==> src/scp_pkg.sv <==
package scp_pkg;

    // instruction word layout
    localparam int          INSTR_W       = 16;
    localparam int          ADDR_W        = 10;
    localparam int          BYTE_W        = 8;
    localparam int          DIR_BIT       = 15;
    localparam int          LEN_HI        = 14;
    localparam int          LEN_LO        = 13;
    localparam int          ADDR_HI       = 9;
    localparam logic        DIR_READ      = 1'b1;
    localparam logic [1:0]  LEN_STREAM    = 2'h3;
    localparam logic [3:0]  INSTR_LAST    = 4'hF;
    localparam logic [2:0]  BIT_LAST      = 3'h7;

    // register offsets
    localparam logic [9:0]  OFS_SETUP     = 10'h000;
    localparam logic [9:0]  OFS_PART_IDENTIFIER   = 10'h003;
    localparam logic [9:0]  OFS_RB_SEL    = 10'h004;
    localparam logic [9:0]  OFS_UPDATE    = 10'h232;
    localparam logic [9:0]  ADDR_FIRST    = 10'h000;
    localparam logic [9:0]  ADDR_LAST     = 10'h232;

    // serial_port_setup fields, each mirrored
    localparam int          OUT_EN_HI     = 7;
    localparam int          OUT_EN_LO     = 0;
    localparam int          LSB_HI        = 6;
    localparam int          LSB_LO        = 1;
    localparam int          SRST_HI       = 5;
    localparam int          SRST_LO       = 2;
    localparam logic [7:0]  SETUP_RST     = 8'h18;
    localparam logic [7:0]  RB_SEL_RST    = 8'h00;
    localparam int          RB_SEL_BIT    = 0;
    localparam int          UPDATE_BIT    = 0;
    localparam logic [7:0]  PART_IDENTIFIER_VAL   = 8'h5A; // arbitrary neutral value

    // write fifo
    localparam int          FIFO_W        = ADDR_W + BYTE_W;
    localparam int          FIFO_DEPTH    = 8;

    // port sequencer states
    typedef enum logic [3:0] {
        ST_IDLE  = 4'b0001,
        ST_INSTR = 4'b0010,
        ST_DATA  = 4'b0100,
        ST_DONE  = 4'b1000
    } scp_state_t;

endpackage : scp_pkg

==> src/scp_serial_port.sv <==
// Operation
// - cycle opens with a 16-bit instruction, MSB first by default
// - instruction top bit one means read, zero means write
// - instruction bits 9 to 0 give the starting register address
// - instruction bits 14 and 13 give the transfer length field
// - serial input is captured on serial clock rising edges
// - chip select low opens a cycle, chip select high ends it
// - read data is driven out after serial clock falling edges
// - setup register at zero holds mirrored bit pairs, resets to 0x18
// - readback select bit 0 picks active registers or buffer, resets zero
// - length 00/01/10 moves one to three bytes, 11 streams
// - readback select writes land in buffer; update bit at 0x232 activates them, self-clearing; setup writes act at once
// - MSB first decrements address, LSB first increments, streaming stops at 0x232
// - readback on data pin unless output-pin enable moves it to the output pin
module scp_serial_port (
    // clock and reset
    input  logic core_clk,
    input  logic srst,
    // serial pins from the host
    input  logic csN,
    input  logic sclk,
    // bidirectional data pin
    input  logic sdioIn,
    output logic sdioOut,
    output logic sdioOe,
    // dedicated readback pin
    output logic serialReadbackOut,
    output logic serialReadbackOutOe,
    // status
    output logic updatePulse,
    output logic readbackActive
);
    // synchronised pins: [0] csN, [1] sclk, [2] sdio
    logic [2:0]             pinMeta_q;
    logic [2:0]             pinSync_q;
    logic                   sclkPrev_q;
    logic                   csPrev_q;
    logic                   sclkRise;
    logic                   sclkFall;
    logic                   csRise;
    logic                   csFall;
    logic                   csLow;
    logic                   sdioS;

    scp_pkg::scp_state_t    state_q;
    logic [3:0]             bitCnt_q;
    logic [15:0]            instr_q;
    logic [15:0]            instrNext;
    logic [7:0]             rxNext;
    logic [7:0]             tx_q;
    logic                   isRead_q;
    logic [1:0]             len_q;
    logic [1:0]             byteIdx_q;
    logic [9:0]             addr_q;
    logic [9:0]             addrNext;
    logic                   byteDone;
    logic                   lastByte;
    logic                   dataOut_q;

    logic [7:0]             setup_q;
    logic [7:0]             rbBuf_q;
    logic [7:0]             rbAct_q;
    logic                   update_q;
    logic                   lsbFirst;
    logic                   outPinEn;

    logic                   fifoWrValid;
    logic                   fifoWrReady;
    logic [17:0]            fifoWrData;
    logic                   fifoRdValid;
    logic                   fifoRdReady;
    logic [17:0]            fifoRdData;
    logic [9:0]             popAddr;
    logic [7:0]             popByte;
    logic                   pop;

    // two flip-flops per pin; only the second stage is looked at
    always_ff @(posedge core_clk) begin
        if (srst) begin
            pinMeta_q <= 3'h7;
            pinSync_q <= 3'h7;
        end else begin
            pinMeta_q <= {sdioIn, sclk, csN};
            pinSync_q <= pinMeta_q;
        end
    end

    // edge history of the synchronised clock and select
    always_ff @(posedge core_clk) begin
        if (srst) begin
            sclkPrev_q <= 1'b1;
            csPrev_q   <= 1'b1;
        end else begin
            sclkPrev_q <= pinSync_q[1];
            csPrev_q   <= pinSync_q[0];
        end
    end

    assign csLow    = !pinSync_q[0];
    assign csRise   = pinSync_q[0] && !csPrev_q;
    assign csFall   = !pinSync_q[0] && csPrev_q;
    assign sclkRise = csLow && pinSync_q[1] && !sclkPrev_q;
    assign sclkFall = csLow && !pinSync_q[1] && sclkPrev_q;
    assign sdioS    = pinSync_q[2];

    // mirrored pairs: either copy turns the function on
    assign lsbFirst = setup_q[scp_pkg::LSB_HI] | setup_q[scp_pkg::LSB_LO];
    assign outPinEn = setup_q[scp_pkg::OUT_EN_HI] | setup_q[scp_pkg::OUT_EN_LO];

    // bit order decides which end the serial bit enters
    assign instrNext = lsbFirst ? {sdioS, instr_q[15:1]} : {instr_q[14:0], sdioS};
    assign rxNext    = lsbFirst ? {sdioS, instr_q[7:1]} : {instr_q[6:0], sdioS};

    assign byteDone = (state_q == scp_pkg::ST_DATA) && sclkRise && (bitCnt_q[2:0] == scp_pkg::BIT_LAST);
    // streaming ends only on the top address or on chip select
    assign lastByte = (len_q == scp_pkg::LEN_STREAM) ? (addr_q == scp_pkg::ADDR_LAST)
                                                     : (byteIdx_q == len_q);

    // next address: decrement wraps from zero to the top, as the stop sequence shows
    always_comb begin
        if (lsbFirst) begin
            addrNext = 10'(addr_q + 1'b1);
        end else if (addr_q == scp_pkg::ADDR_FIRST) begin
            addrNext = scp_pkg::ADDR_LAST;
        end else begin
            addrNext = 10'(addr_q - 1'b1);
        end
    end

    // register readback, source chosen by the active select bit
    function automatic logic [7:0] regRead(input logic [9:0] a, input logic [7:0] setup,
                                           input logic [7:0] rbBuf, input logic [7:0] rbAct);
        logic [7:0] v;
        v = 8'h00;
        case (a)
            scp_pkg::OFS_SETUP:   v = setup;
            scp_pkg::OFS_PART_IDENTIFIER: v = scp_pkg::PART_IDENTIFIER_VAL;
            scp_pkg::OFS_RB_SEL:  v = rbAct[scp_pkg::RB_SEL_BIT] ? rbAct : rbBuf;
            default:              v = 8'h00;
        endcase
        return v;
    endfunction : regRead

    // cycle sequencer
    always_ff @(posedge core_clk) begin
        if (srst) begin
            state_q   <= scp_pkg::ST_IDLE;
            bitCnt_q  <= 4'h0;
            instr_q   <= 16'h0000;
            isRead_q  <= 1'b0;
            len_q     <= 2'h0;
            byteIdx_q <= 2'h0;
            addr_q    <= 10'h000;
        end else if (!csLow) begin
            state_q <= scp_pkg::ST_IDLE;
        end else begin
            case (state_q)
                scp_pkg::ST_IDLE: begin
                    if (csFall) begin
                        state_q  <= scp_pkg::ST_INSTR;
                        bitCnt_q <= 4'h0;
                    end
                end
                scp_pkg::ST_INSTR: begin
                    if (sclkRise) begin
                        instr_q  <= instrNext;
                        bitCnt_q <= 4'(bitCnt_q + 1'b1);
                        if (bitCnt_q == scp_pkg::INSTR_LAST) begin
                            state_q   <= scp_pkg::ST_DATA;
                            isRead_q  <= (instrNext[scp_pkg::DIR_BIT] == scp_pkg::DIR_READ);
                            len_q     <= instrNext[scp_pkg::LEN_HI:scp_pkg::LEN_LO];
                            addr_q    <= instrNext[scp_pkg::ADDR_HI:0];
                            byteIdx_q <= 2'h0;
                        end
                    end
                end
                scp_pkg::ST_DATA: begin
                    if (sclkRise) begin
                        instr_q  <= {instr_q[15:8], rxNext};
                        bitCnt_q <= 4'(bitCnt_q + 1'b1);
                        if (byteDone) begin
                            byteIdx_q <= 2'(byteIdx_q + 1'b1);
                            addr_q    <= addrNext;
                            if (lastByte) begin
                                state_q <= scp_pkg::ST_DONE;
                            end
                        end
                    end
                end
                scp_pkg::ST_DONE: begin
                    state_q <= scp_pkg::ST_DONE;
                end
                default: begin
                    state_q <= scp_pkg::ST_IDLE;
                end
            endcase
        end
    end

    // readback shifter: loaded on the rising edge before each byte, shifted on falls
    always_ff @(posedge core_clk) begin
        if (srst) begin
            tx_q      <= 8'h00;
            dataOut_q <= 1'b0;
        end else if (state_q == scp_pkg::ST_INSTR && sclkRise && bitCnt_q == scp_pkg::INSTR_LAST) begin
            tx_q <= regRead(instrNext[scp_pkg::ADDR_HI:0], setup_q, rbBuf_q, rbAct_q);
        end else if (byteDone && isRead_q) begin
            tx_q <= regRead(addrNext, setup_q, rbBuf_q, rbAct_q);
        end else if (sclkFall && state_q == scp_pkg::ST_DATA && isRead_q) begin
            dataOut_q <= lsbFirst ? tx_q[0] : tx_q[7];
            tx_q      <= lsbFirst ? {1'b0, tx_q[7:1]} : {tx_q[6:0], 1'b0};
        end
    end

    // pin steering; the data pin stays an input unless a read is under way
    assign sdioOut             = dataOut_q;
    assign serialReadbackOut   = dataOut_q;
    assign sdioOe              = (state_q == scp_pkg::ST_DATA) && isRead_q && !outPinEn;
    assign serialReadbackOutOe = (state_q == scp_pkg::ST_DATA) && isRead_q && outPinEn;

    // written bytes queue up; a byte that meets a full queue is lost
    assign fifoWrValid = byteDone && !isRead_q;
    assign fifoWrData  = {addr_q, rxNext};
    // drain holds off during reads so a readback never sees a half-applied burst
    assign fifoRdReady = !((state_q == scp_pkg::ST_DATA) && isRead_q);
    assign pop         = fifoRdValid && fifoRdReady;
    assign popAddr     = fifoRdData[17:8];
    assign popByte     = fifoRdData[7:0];

    scp_fifo #(
        .WIDTH (scp_pkg::FIFO_W),
        .DEPTH (scp_pkg::FIFO_DEPTH)
    ) u_fifo (
        .core_clk (core_clk),
        .srst     (srst),
        .wrValid  (fifoWrValid),
        .wrReady  (fifoWrReady),
        .wrData   (fifoWrData),
        .rdValid  (fifoRdValid),
        .rdReady  (fifoRdReady),
        .rdData   (fifoRdData)
    );

    // setup acts at once; soft reset restores defaults and clears itself
    always_ff @(posedge core_clk) begin
        if (srst) begin
            setup_q <= scp_pkg::SETUP_RST;
            rbBuf_q <= scp_pkg::RB_SEL_RST;
            rbAct_q <= scp_pkg::RB_SEL_RST;
        end else if (pop) begin
            case (popAddr)
                scp_pkg::OFS_SETUP: begin
                    if (popByte[scp_pkg::SRST_HI] | popByte[scp_pkg::SRST_LO]) begin
                        setup_q <= scp_pkg::SETUP_RST;
                        rbBuf_q <= scp_pkg::RB_SEL_RST;
                        rbAct_q <= scp_pkg::RB_SEL_RST;
                    end else begin
                        setup_q <= popByte;
                    end
                end
                scp_pkg::OFS_RB_SEL: begin
                    rbBuf_q <= {7'h00, popByte[scp_pkg::RB_SEL_BIT]};
                end
                scp_pkg::OFS_UPDATE: begin
                    if (popByte[scp_pkg::UPDATE_BIT]) begin
                        rbAct_q <= rbBuf_q;
                    end
                end
                default: begin
                    rbAct_q <= rbAct_q;
                end
            endcase
        end
    end

    // update is a pulse, so the bit reads back as zero
    always_ff @(posedge core_clk) begin
        if (srst) begin
            update_q <= 1'b0;
        end else begin
            update_q <= pop && (popAddr == scp_pkg::OFS_UPDATE) && popByte[scp_pkg::UPDATE_BIT];
        end
    end

    assign updatePulse    = update_q;
    assign readbackActive = rbAct_q[scp_pkg::RB_SEL_BIT];
endmodule : scp_serial_port

==> src/scp_fifo.sv <==
module scp_fifo #(
    parameter int WIDTH = 18,
    parameter int DEPTH = 8
) (
    // clock and reset
    input  logic             core_clk,
    input  logic             srst,
    // fill side
    input  logic             wrValid,
    output logic             wrReady,
    input  logic [WIDTH-1:0] wrData,
    // drain side
    output logic             rdValid,
    input  logic             rdReady,
    output logic [WIDTH-1:0] rdData
);
    localparam int PW = $clog2(DEPTH);

    logic [WIDTH-1:0] mem [DEPTH];
    logic [PW-1:0]    wrPtr_q;
    logic [PW-1:0]    rdPtr_q;
    logic [PW:0]      count_q;
    logic [WIDTH-1:0] outData_q;
    logic             outValid_q;
    logic             push;
    logic             load;

    // output register refills whenever it is empty or being drained
    assign wrReady = (count_q < (PW+1)'(DEPTH));
    assign push    = wrValid && wrReady;
    assign load    = (count_q != '0) && (!outValid_q || rdReady);
    assign rdValid = outValid_q;
    assign rdData  = outData_q;

    // storage, no reset needed on the array itself
    always_ff @(posedge core_clk) begin
        if (push) begin
            mem[wrPtr_q] <= wrData;
        end
    end

    // pointers and occupancy
    always_ff @(posedge core_clk) begin
        if (srst) begin
            wrPtr_q <= '0;
            rdPtr_q <= '0;
            count_q <= '0;
        end else begin
            if (push) begin
                wrPtr_q <= PW'(wrPtr_q + 1'b1);
            end
            if (load) begin
                rdPtr_q <= PW'(rdPtr_q + 1'b1);
            end
            count_q <= (PW+1)'(count_q + (PW+1)'(push) - (PW+1)'(load));
        end
    end

    // registered head word
    always_ff @(posedge core_clk) begin
        if (srst) begin
            outValid_q <= 1'b0;
            outData_q  <= '0;
        end else if (load) begin
            outValid_q <= 1'b1;
            outData_q  <= mem[rdPtr_q];
        end else if (rdReady) begin
            outValid_q <= 1'b0;
        end
    end

endmodule : scp_fifo

==> config.mk <==
export PLATFORM = sky130hd
export DESIGN_NAME = scp_serial_port
export DESIGN_NICKNAME = d
export VERILOG_FILES = /design/src/scp_pkg.sv /design/src/scp_serial_port.sv /design/src/scp_fifo.sv
export SDC_FILE = /design/constraint.sdc
export NUM_CORES = 1
export LEC_CHECK = 0
export BUFFER_PORTS_ARGS = -buffer_cell sky130_fd_sc_hd__clkbuf_2
export CAP_MARGIN = 20
export CORE_MARGIN = 2
export CORE_UTILIZATION = 57
export CTS_CLUSTER_DIAMETER = 30
export DETAILED_ROUTE_END_ITERATION = 10
export PLACE_DENSITY = 0.77
export SYNTH_ARGS = -nofsm -noshare
export SYNTH_HDL_FRONTEND = slang
export SYNTH_SLANG_ARGS = --single-unit
==> constraint.sdc <==
create_clock -name core_clk -period 4 [get_ports core_clk]
set_input_delay 0.4 -clock core_clk [delete_from_list [all_inputs] [get_ports core_clk]]
set_output_delay 0.4 -clock core_clk [all_outputs]
set_load 0.1 [all_outputs]
After elaboration in Yosys (flattened, before gate mapping)
Memories as Yosys holds them, arrays and structs flattened. A register that Yosys moved wholly into a read port is not among the register bits.
Index checks and enable logic that the tools add are counted.
{ "totals": {"output_inout_bits": 6, "mem_count": 1, "ff_bits": 92, "ramBits": 144, "inputBits": 5} }
{ "memory_table": {"columns": ["name", "words", "width", "rd", "rd_ports_with_merged_regs", "wr", "line_no", "rtl"], "rows": [
  ["u_fifo.mem", 8, 18, 1, 1, 1, "scp_fifo.sv:19", "logic [WIDTH-1:0] mem [DEPTH];"]
]} }
{ "classes": {"n_lt_le_gt_ge": 1, "bitwise": 7, "eq_ne": 25, "n_mux": 45, "n_addsub": 8, "n_reduce_logical": 51} }
{ "op_table": {"columns": ["operator", "n"], "rows": [
  ["8-bit two-way mux", 10],
  ["10-bit two-way mux", 6],
  ["8-bit case mux with 3 select lines", 2],
  ["10-bit logical NOT", 4],
  ["16-bit two-way mux", 2],
  ["4-bit two-way mux", 8],
  ["16-bit case mux with 2 select lines", 1],
  ["8-bit case mux with 2 select lines", 2],
  ["10-bit by 3-bit == test with 1-bit output, second input constant", 3],
  ["1-bit logical AND", 21],
  ["10-bit == test, second input constant", 2],
  ["10-bit by 2-bit == test with 1-bit output, second input constant", 2],
  ["10-bit case mux with 2 select lines", 1],
  ["4-bit AND reduction", 5],
  ["4-bit case mux with 4 select lines", 1],
  ["2-bit != test, second input constant", 7],
  ["6-bit AND reduction", 2],
  ["10-bit by 1-bit adder with 10-bit output, second input constant", 1],
  ["10-bit by 1-bit subtractor with 10-bit output, second input constant", 1],
  ["4-bit == test, second input constant", 2],
  ["2-bit two-way mux", 4],
  ["4-bit case mux with 2 select lines", 1],
  ["2-bit nonzero test", 4],
  ["1-bit logical NOT", 7],
  ["23 further kinds", 38]
]} }

Logic depth before layout (Yosys ltp)
{ "depth": {"word_depth": 9, "ltp_mapped": 12, "ltp_nobuf": 11} }

By module
Synthesis repeated with hierarchy kept, for this count alone.
{ "unflattened": {"hier_cells": 886, "area_unflattened_um2": 10623.9} }
{ "modules_own_cells": {"columns": ["mod", "seq_area_each_um2", "instances", "area_each_um2", "cells_per_inst"], "rows": [
  ["scp_fifo", 4904.7, 1, 6628.9, 380],
  ["scp_serial_port", 1341.3, 1, 3995.1, 506]
]} }

Worst setup path before layout
Ideal clock, no wire load.
{ "synth_timing": {"kind": "flip-flop to flip-flop", "startpoint": "reg state_q[3]", "endpoint": "mem u_fifo.mem[0][0] (enable)", "n_path_buf": 2, "arrival_ns": 3.486, "path_stages_with_launch": 6, "setup_time_ns": 0.439, "slack_ns": 0.074, "synth_period_minus_slack_ns": 3.926, "cell_sequence": "dfxtp_1 > buf_2 > or4b_2 > or4_1 > clkbuf_1 > nor4_1"} }
{ "synth_between": {"elab_chain_len": 7} }
{ "synth_lines": {"columns": ["element", "line_no", "rtl"], "rows": [
  ["start: declaration", "scp_serial_port.sv:45", "scp_pkg::scp_state_t state_q;"],
  ["start signal: assignment", "scp_serial_port.sv:147", "state_q <= scp_pkg::ST_IDLE;"],
  ["start signal: assignment", "scp_serial_port.sv:155", "state_q <= scp_pkg::ST_IDLE;"],
  ["start signal: assignment", "scp_serial_port.sv:160", "state_q <= scp_pkg::ST_INSTR;"],
  ["4-bit by 3-bit == test with 1-bit output", "scp_serial_port.sv:114", "assign byteDone = (state_q == scp_pkg::ST_DATA) && sclkRise && (bitCnt_q[2:0] == scp_pkg::BIT_LAST);"],
  ["1-bit logical AND (2 in series)", "scp_serial_port.sv:114", null],
  ["1-bit logical AND", "scp_serial_port.sv:222", "assign fifoWrValid = byteDone && !isRead_q;"],
  ["1-bit logical AND", "scp_fifo.sv:30", "assign push = wrValid && wrReady;"],
  ["1-bit two-way mux", "scp_fifo.sv:37", "if (push) begin"],
  ["1-bit two-way mux (not written as such)", "scp_fifo.sv:38", "mem[wrPtr_q] <= wrData;"],
  ["end: declaration", "scp_fifo.sv:19", null]
]} }
Every way passes these cells.

Final worst setup path
{ "layout_timing": {"startpoint": "reg addr_q[0]", "endpoint": "reg tx_q[2]"} }
{ "layout_between": {"elab_chain_len": 7, "elab_cells_between_ends": 11, "cone_classes": "add/sub: 2; eq/ne: 2; mux: 5; reduce/logical: 2"} }
{ "layout_lines": {"columns": ["element", "line_no", "rtl"], "rows": [
  ["start: declaration", "scp_serial_port.sv:54", "logic [9:0] addr_q;"],
  ["start signal: assignment", "scp_serial_port.sv:172", "addr_q <= instrNext[scp_pkg::ADDR_HI:0];"],
  ["start signal: assignment", "scp_serial_port.sv:183", "addr_q <= addrNext;"],
  ["10-bit by 1-bit subtractor with 10-bit output or 10-bit logical NOT (tied branches)", "scp_serial_port.sv:126, scp_serial_port.sv:123", null],
  ["10-bit two-way mux", "scp_serial_port.sv:123", "end else if (addr_q == scp_pkg::ADDR_FIRST) begin"],
  ["10-bit two-way mux (*)", "scp_serial_port.sv:121", "if (lsbFirst) begin"],
  ["10-bit by 3-bit == test with 1-bit output (tied with other cells)", "scp_serial_port.sv:135", "case (a)"],
  ["8-bit case mux with 3 select lines (*)", "scp_serial_port.sv:135", null],
  ["8-bit two-way mux (*)", "scp_serial_port.sv:207", "end else if (byteDone && isRead_q) begin"],
  ["8-bit two-way mux (*)", "scp_serial_port.sv:205", "end else if (state_q == scp_pkg::ST_INSTR && sclkRise && bitCnt_q == scp_pkg::INSTR_LAST) begin"],
  ["end signal: assignment", "scp_serial_port.sv:206", "tx_q <= regRead(instrNext[scp_pkg::ADDR_HI:0], setup_q, rbBuf_q, rbAct_q);"],
  ["end signal: assignment", "scp_serial_port.sv:208", "tx_q <= regRead(addrNext, setup_q, rbBuf_q, rbAct_q);"],
  ["end signal: assignment", "scp_serial_port.sv:211", "tx_q <= lsbFirst ? {1'b0, tx_q[7:1]} : {tx_q[6:0], 1'b0};"],
  ["end: declaration", "scp_serial_port.sv:50", "logic [7:0] tx_q;"]
]} }
Mark *: on every way between the ends. The rest lies on a longest branch, timed or not.
A chain may end at the register's enable or synchronous reset.

==> results_dict.tcl <==
set metrics [dict create \
    grt_pass1_vias 6978 \
    maxSlewViolCount 0 \
    grt_pass1_wl_um 38010 \
    fin_crit_ns 3.521 \
    rr_endpoint "tx_q[2]" \
    async_reset_ff_share_pct 0 \
    max_freq_mhz 284.0 \
    finalCritPeriodShare_pct 88.02 \
    layout.nets 884 \
    vias_per_cell 6.256 \
    postCtsHoldBufs 0 \
    setup.worst_path.end "tx_q[2]" \
    synth_compound_area_share_pct 8.722 \
    clock_skew_ns 0.02612 \
    grt.busiest_layer "met2" \
    ff2ff_setup_slack_ns 0.48 \
    hold_ws_ns 0.05959 \
    use_met1_pct 33.14 \
    cts_sinks 240 \
    core-area_um2 17840 \
    ys_seq_elements 240 \
    ant_nets 0 \
    met2_usage_pct 43.23 \
    start_util_pct 57.73 \
    endpoint_kind "flop" \
    io_pins 11 \
    reg2reg_depth 10 \
    crit_path_start_kind "flop" \
    gr-total-overflow 0 \
    reg2reg_from "addr_q[0]" \
    clockBufferDepth 3 \
    grt_start_max_net_pins 51 \
    critPathMostFrequentCell "nor3_1" \
    antenna_found_initial 0 \
    cp.required_ns 4.45 \
    synth_edf_count 144 \
    drc 0 \
    run_status "completed" \
    placedInstanceArea_um2 10680 \
    path_clk_slew_ns 0.06 \
    peakVddDrop_uv 432.3 \
    final-hold-violation-count 0 \
    htree_levels 2 \
    cp_data_arrival_time_ns 3.97 \
    relSlewSlack_pct 38.14 \
    ys_warn_count 0 \
    synthSimpleGateAreaFrac_pct 13.45 \
    fp.dieArea_um2 19160 \
    first_pass_iters 7 \
    cts.repair.resized 0 \
    cts_made_buffers 46 \
    setup_violations 0 \
    drt_iter0_drc 840 \
    num_rows 49 \
    worst_slew_pin_slew_ns 0.9208 \
    drive_gt1_share_pct 19.58 \
    yosysSeqAreaShare_pct 60.64 \
    wire_per_inst_um 21.41 \
    cap_viol_max_count 0 \
    cts_tree "built" \
    finalInstanceArea_um2 12280 \
    synth_top_family_by_area "simple AND/OR/NAND/NOR gates" \
    die_h_um 138.4 \
    cts_root_buffer "clkbuf_16" \
    tns_ns 0 \
    area.sequential_um2 6247 \
    max_stage_delay_ns 0.83 \
    hold_class "input port to flop" \
    place.gp.congestion 0.8648 \
    powerDensity_nw_per_um2 636.4 \
    cp_max_fo 18 \
    netlist_instances 838 \
    cts_setup_buffers 0 \
    crit_slowest_cell "o41ai_1" \
    numPortBuffers 10 \
    rsz0062_at_grt "no" \
    synth_mux_area_share_pct 11.56 \
    dpl.hpwl_um 15290 \
    dominantRegCellSynth "edfxtp_1" \
    clock_latency_ns 0.54 \
    synth_adder_area_share_pct 1.652 \
    die_w_um 138.4 \
    crit_path_start "addr_q[0]" \
    critPathKind "flop to flop" \
    avgSynthCellArea_um2 12.29 \
    dr_total_vias 7088 \
    syn_area_um2 10300 \
    syn-num-nets 856 \
    diodes 0 \
    synth.distinct_cells 61 \
    grt_util_all_layers_pct 25.50 \
    crit_chain "inv_1 > ha_1 > or3b_2 > o221ai_1 > o211ai_1 > nor3_1 > nand4_1 > o41ai_1 > a21oi_1 > nor3_1" \
    synth_xor_area_share_pct 1.190 \
    globalRouteMet3Util_pct 4.849 \
    fillers 1160 \
    areaGrowthSynthToFinish_pct 19.21 \
    drt_wl_total_um 24260 \
    p_leak_nw 4.248 \
    multi_input_area_um2 3815 \
]
-- cells in the mapped netlist (all sizes together) (2+ instances only) --
library cell / count / area, um2
o221ai: 2 / 17.52
o2111ai: 2 / 17.52
nor4: 12 / 81.33
ha: 12 / 150.1
a21o: 3 / 22.52
nand3b: 3 / 22.52
nand4: 5 / 31.28
xor2: 7 / 61.31
a21oi: 41 / 205.2
nor2: 100 / 375.4
o21ai: 18 / 90.09
or2: 13 / 81.33
inv: 19 / 71.32
o21bai: 3 / 22.52
and3: 4 / 25.02
nor3b: 6 / 45.04
nor2b: 6 / 37.54
buf: 10 / 46.30
o31ai: 2 / 15.01
a31oi: 3 / 18.77
mux4: 36 / 810.8
and2: 3 / 18.77
clkbuf: 45 / 168.9
xnor2: 7 / 61.31
o22ai: 4 / 25.02
nand2: 75 / 281.5
nor3: 22 / 110.1
nor4b: 4 / 56.30
nand3: 12 / 60.06
or3: 5 / 31.28
or4: 6 / 45.04
mux2i: 38 / 380.4
edfxtp: 144 / 4324
nand2b: 4 / 25.02
dfxtp: 96 / 1922
a211oi: 42 / 315.3
o211ai: 2 / 15.01
or4b: 3 / 30.03
a311oi: 5 / 43.79
-- worst min path at each step --
stage | start | endpoint | depth (start not counted)
5_1_grt | csN | pinMeta_q[0] | 2
6_report | csN | pinMeta_q[0] | 2
2_1_floorplan | pinMeta_q[0] | pinSync_q[0] | 1
4_1_cts | csN | pinMeta_q[0] | 2
3_3_place_gp | pinMeta_q[0] | pinSync_q[0] | 1
3_5_place_dp | pinMeta_q[0] | pinSync_q[0] | 1
-- kinds of logic after synthesis --
logic type,count (synthesis)
XOR/XNOR,14
multiplexers,74
AND/OR/NAND/NOR,286
adder cells (fa/ha/maj),13
AO/OA/AOI/OAI,137
flip-flops,240
buffers and inverters,74
-- state kept, by name, summed over array words and instances, names as in the netlist, 3 cells and up --
register and flops:
setup_q 8, u_fifo.rdPtr_q 3, u_fifo.mem 144, instr_q 16
u_fifo.count_q 4, pinSync_q 3, u_fifo.wrPtr_q 3, addr_q 10
state_q 4, pinMeta_q 3, tx_q 8, u_fifo.rdData 18
bitCnt_q 4
-- cell type report --
cell class                 instances  area share (%)
multi-input combinational        524           31.07
timing repair buffer              35           2.099
inverter                          19          0.5809
clock inverter                    30           2.751
sequential                       240           50.88
clock buffer                      56           10.28
tap                              229           2.334
-- report_power, final --
group          total (mW)  switching, mW  internal [mW]
Clock                3.92           1.36           2.56
Combinational       0.986          0.508          0.478
Sequential           2.91          0.179           2.73
-- stage by stage --
stage	power, mW	setup WS [ns]	cells	util (%)
6_report	7.813	0.4792	1133	68.82
2_1_floorplan	3.649	0.07442	838	-
3_5_place_dp	3.944	0.6958	1047	59.85
3_3_place_gp	3.891	0.8614	1046	59.70
5_1_grt	8.100	0.2991	1133	68.82
4_1_cts	7.862	0.6474	1133	68.82
-- critical path: cells and delay by family, from the launching register on --
family,cells,cell delay [ns]
compound gates,4,1.35
fa+ha+maj,1,0.26
buf+inv,1,0.19
flops,1,0.47
simple gates,4,1.15
-- placed cells by master, fill, tap and decap left out, drive strengths merged, types with 3 or more instances in the layout --
master and instances:
clkinvlp 3, nand2b 4, buf 26, nand4 5, nor4 12, a21oi 41
or4 6, nor2 100, clkinv 9, and2 3, mux2i 38, or2 13
mux4 36, bufinv 4, nor3b 6, ha 12, nor4b 4, inv 33
and3 4, o21ai 18, nand3 12, dfxtp 96, a211oi 42, a31oi 3
or3 5, edfxtp 144, nor3 22, nor2b 6, clkbuf 65, o21bai 3
nand3b 3, nand2 75, o22ai 4, or4b 3, xor2 7, a21o 3
xnor2 7, a311oi 5
-- layer usage --
layer  vias up  part of all wire, %
li1       3210                    -
met5         -                    0
met2       335                   50
met3        60                  6.6
met1      3483                   40
met4         0                  2.8
Power figures use the tool's default switching activity.
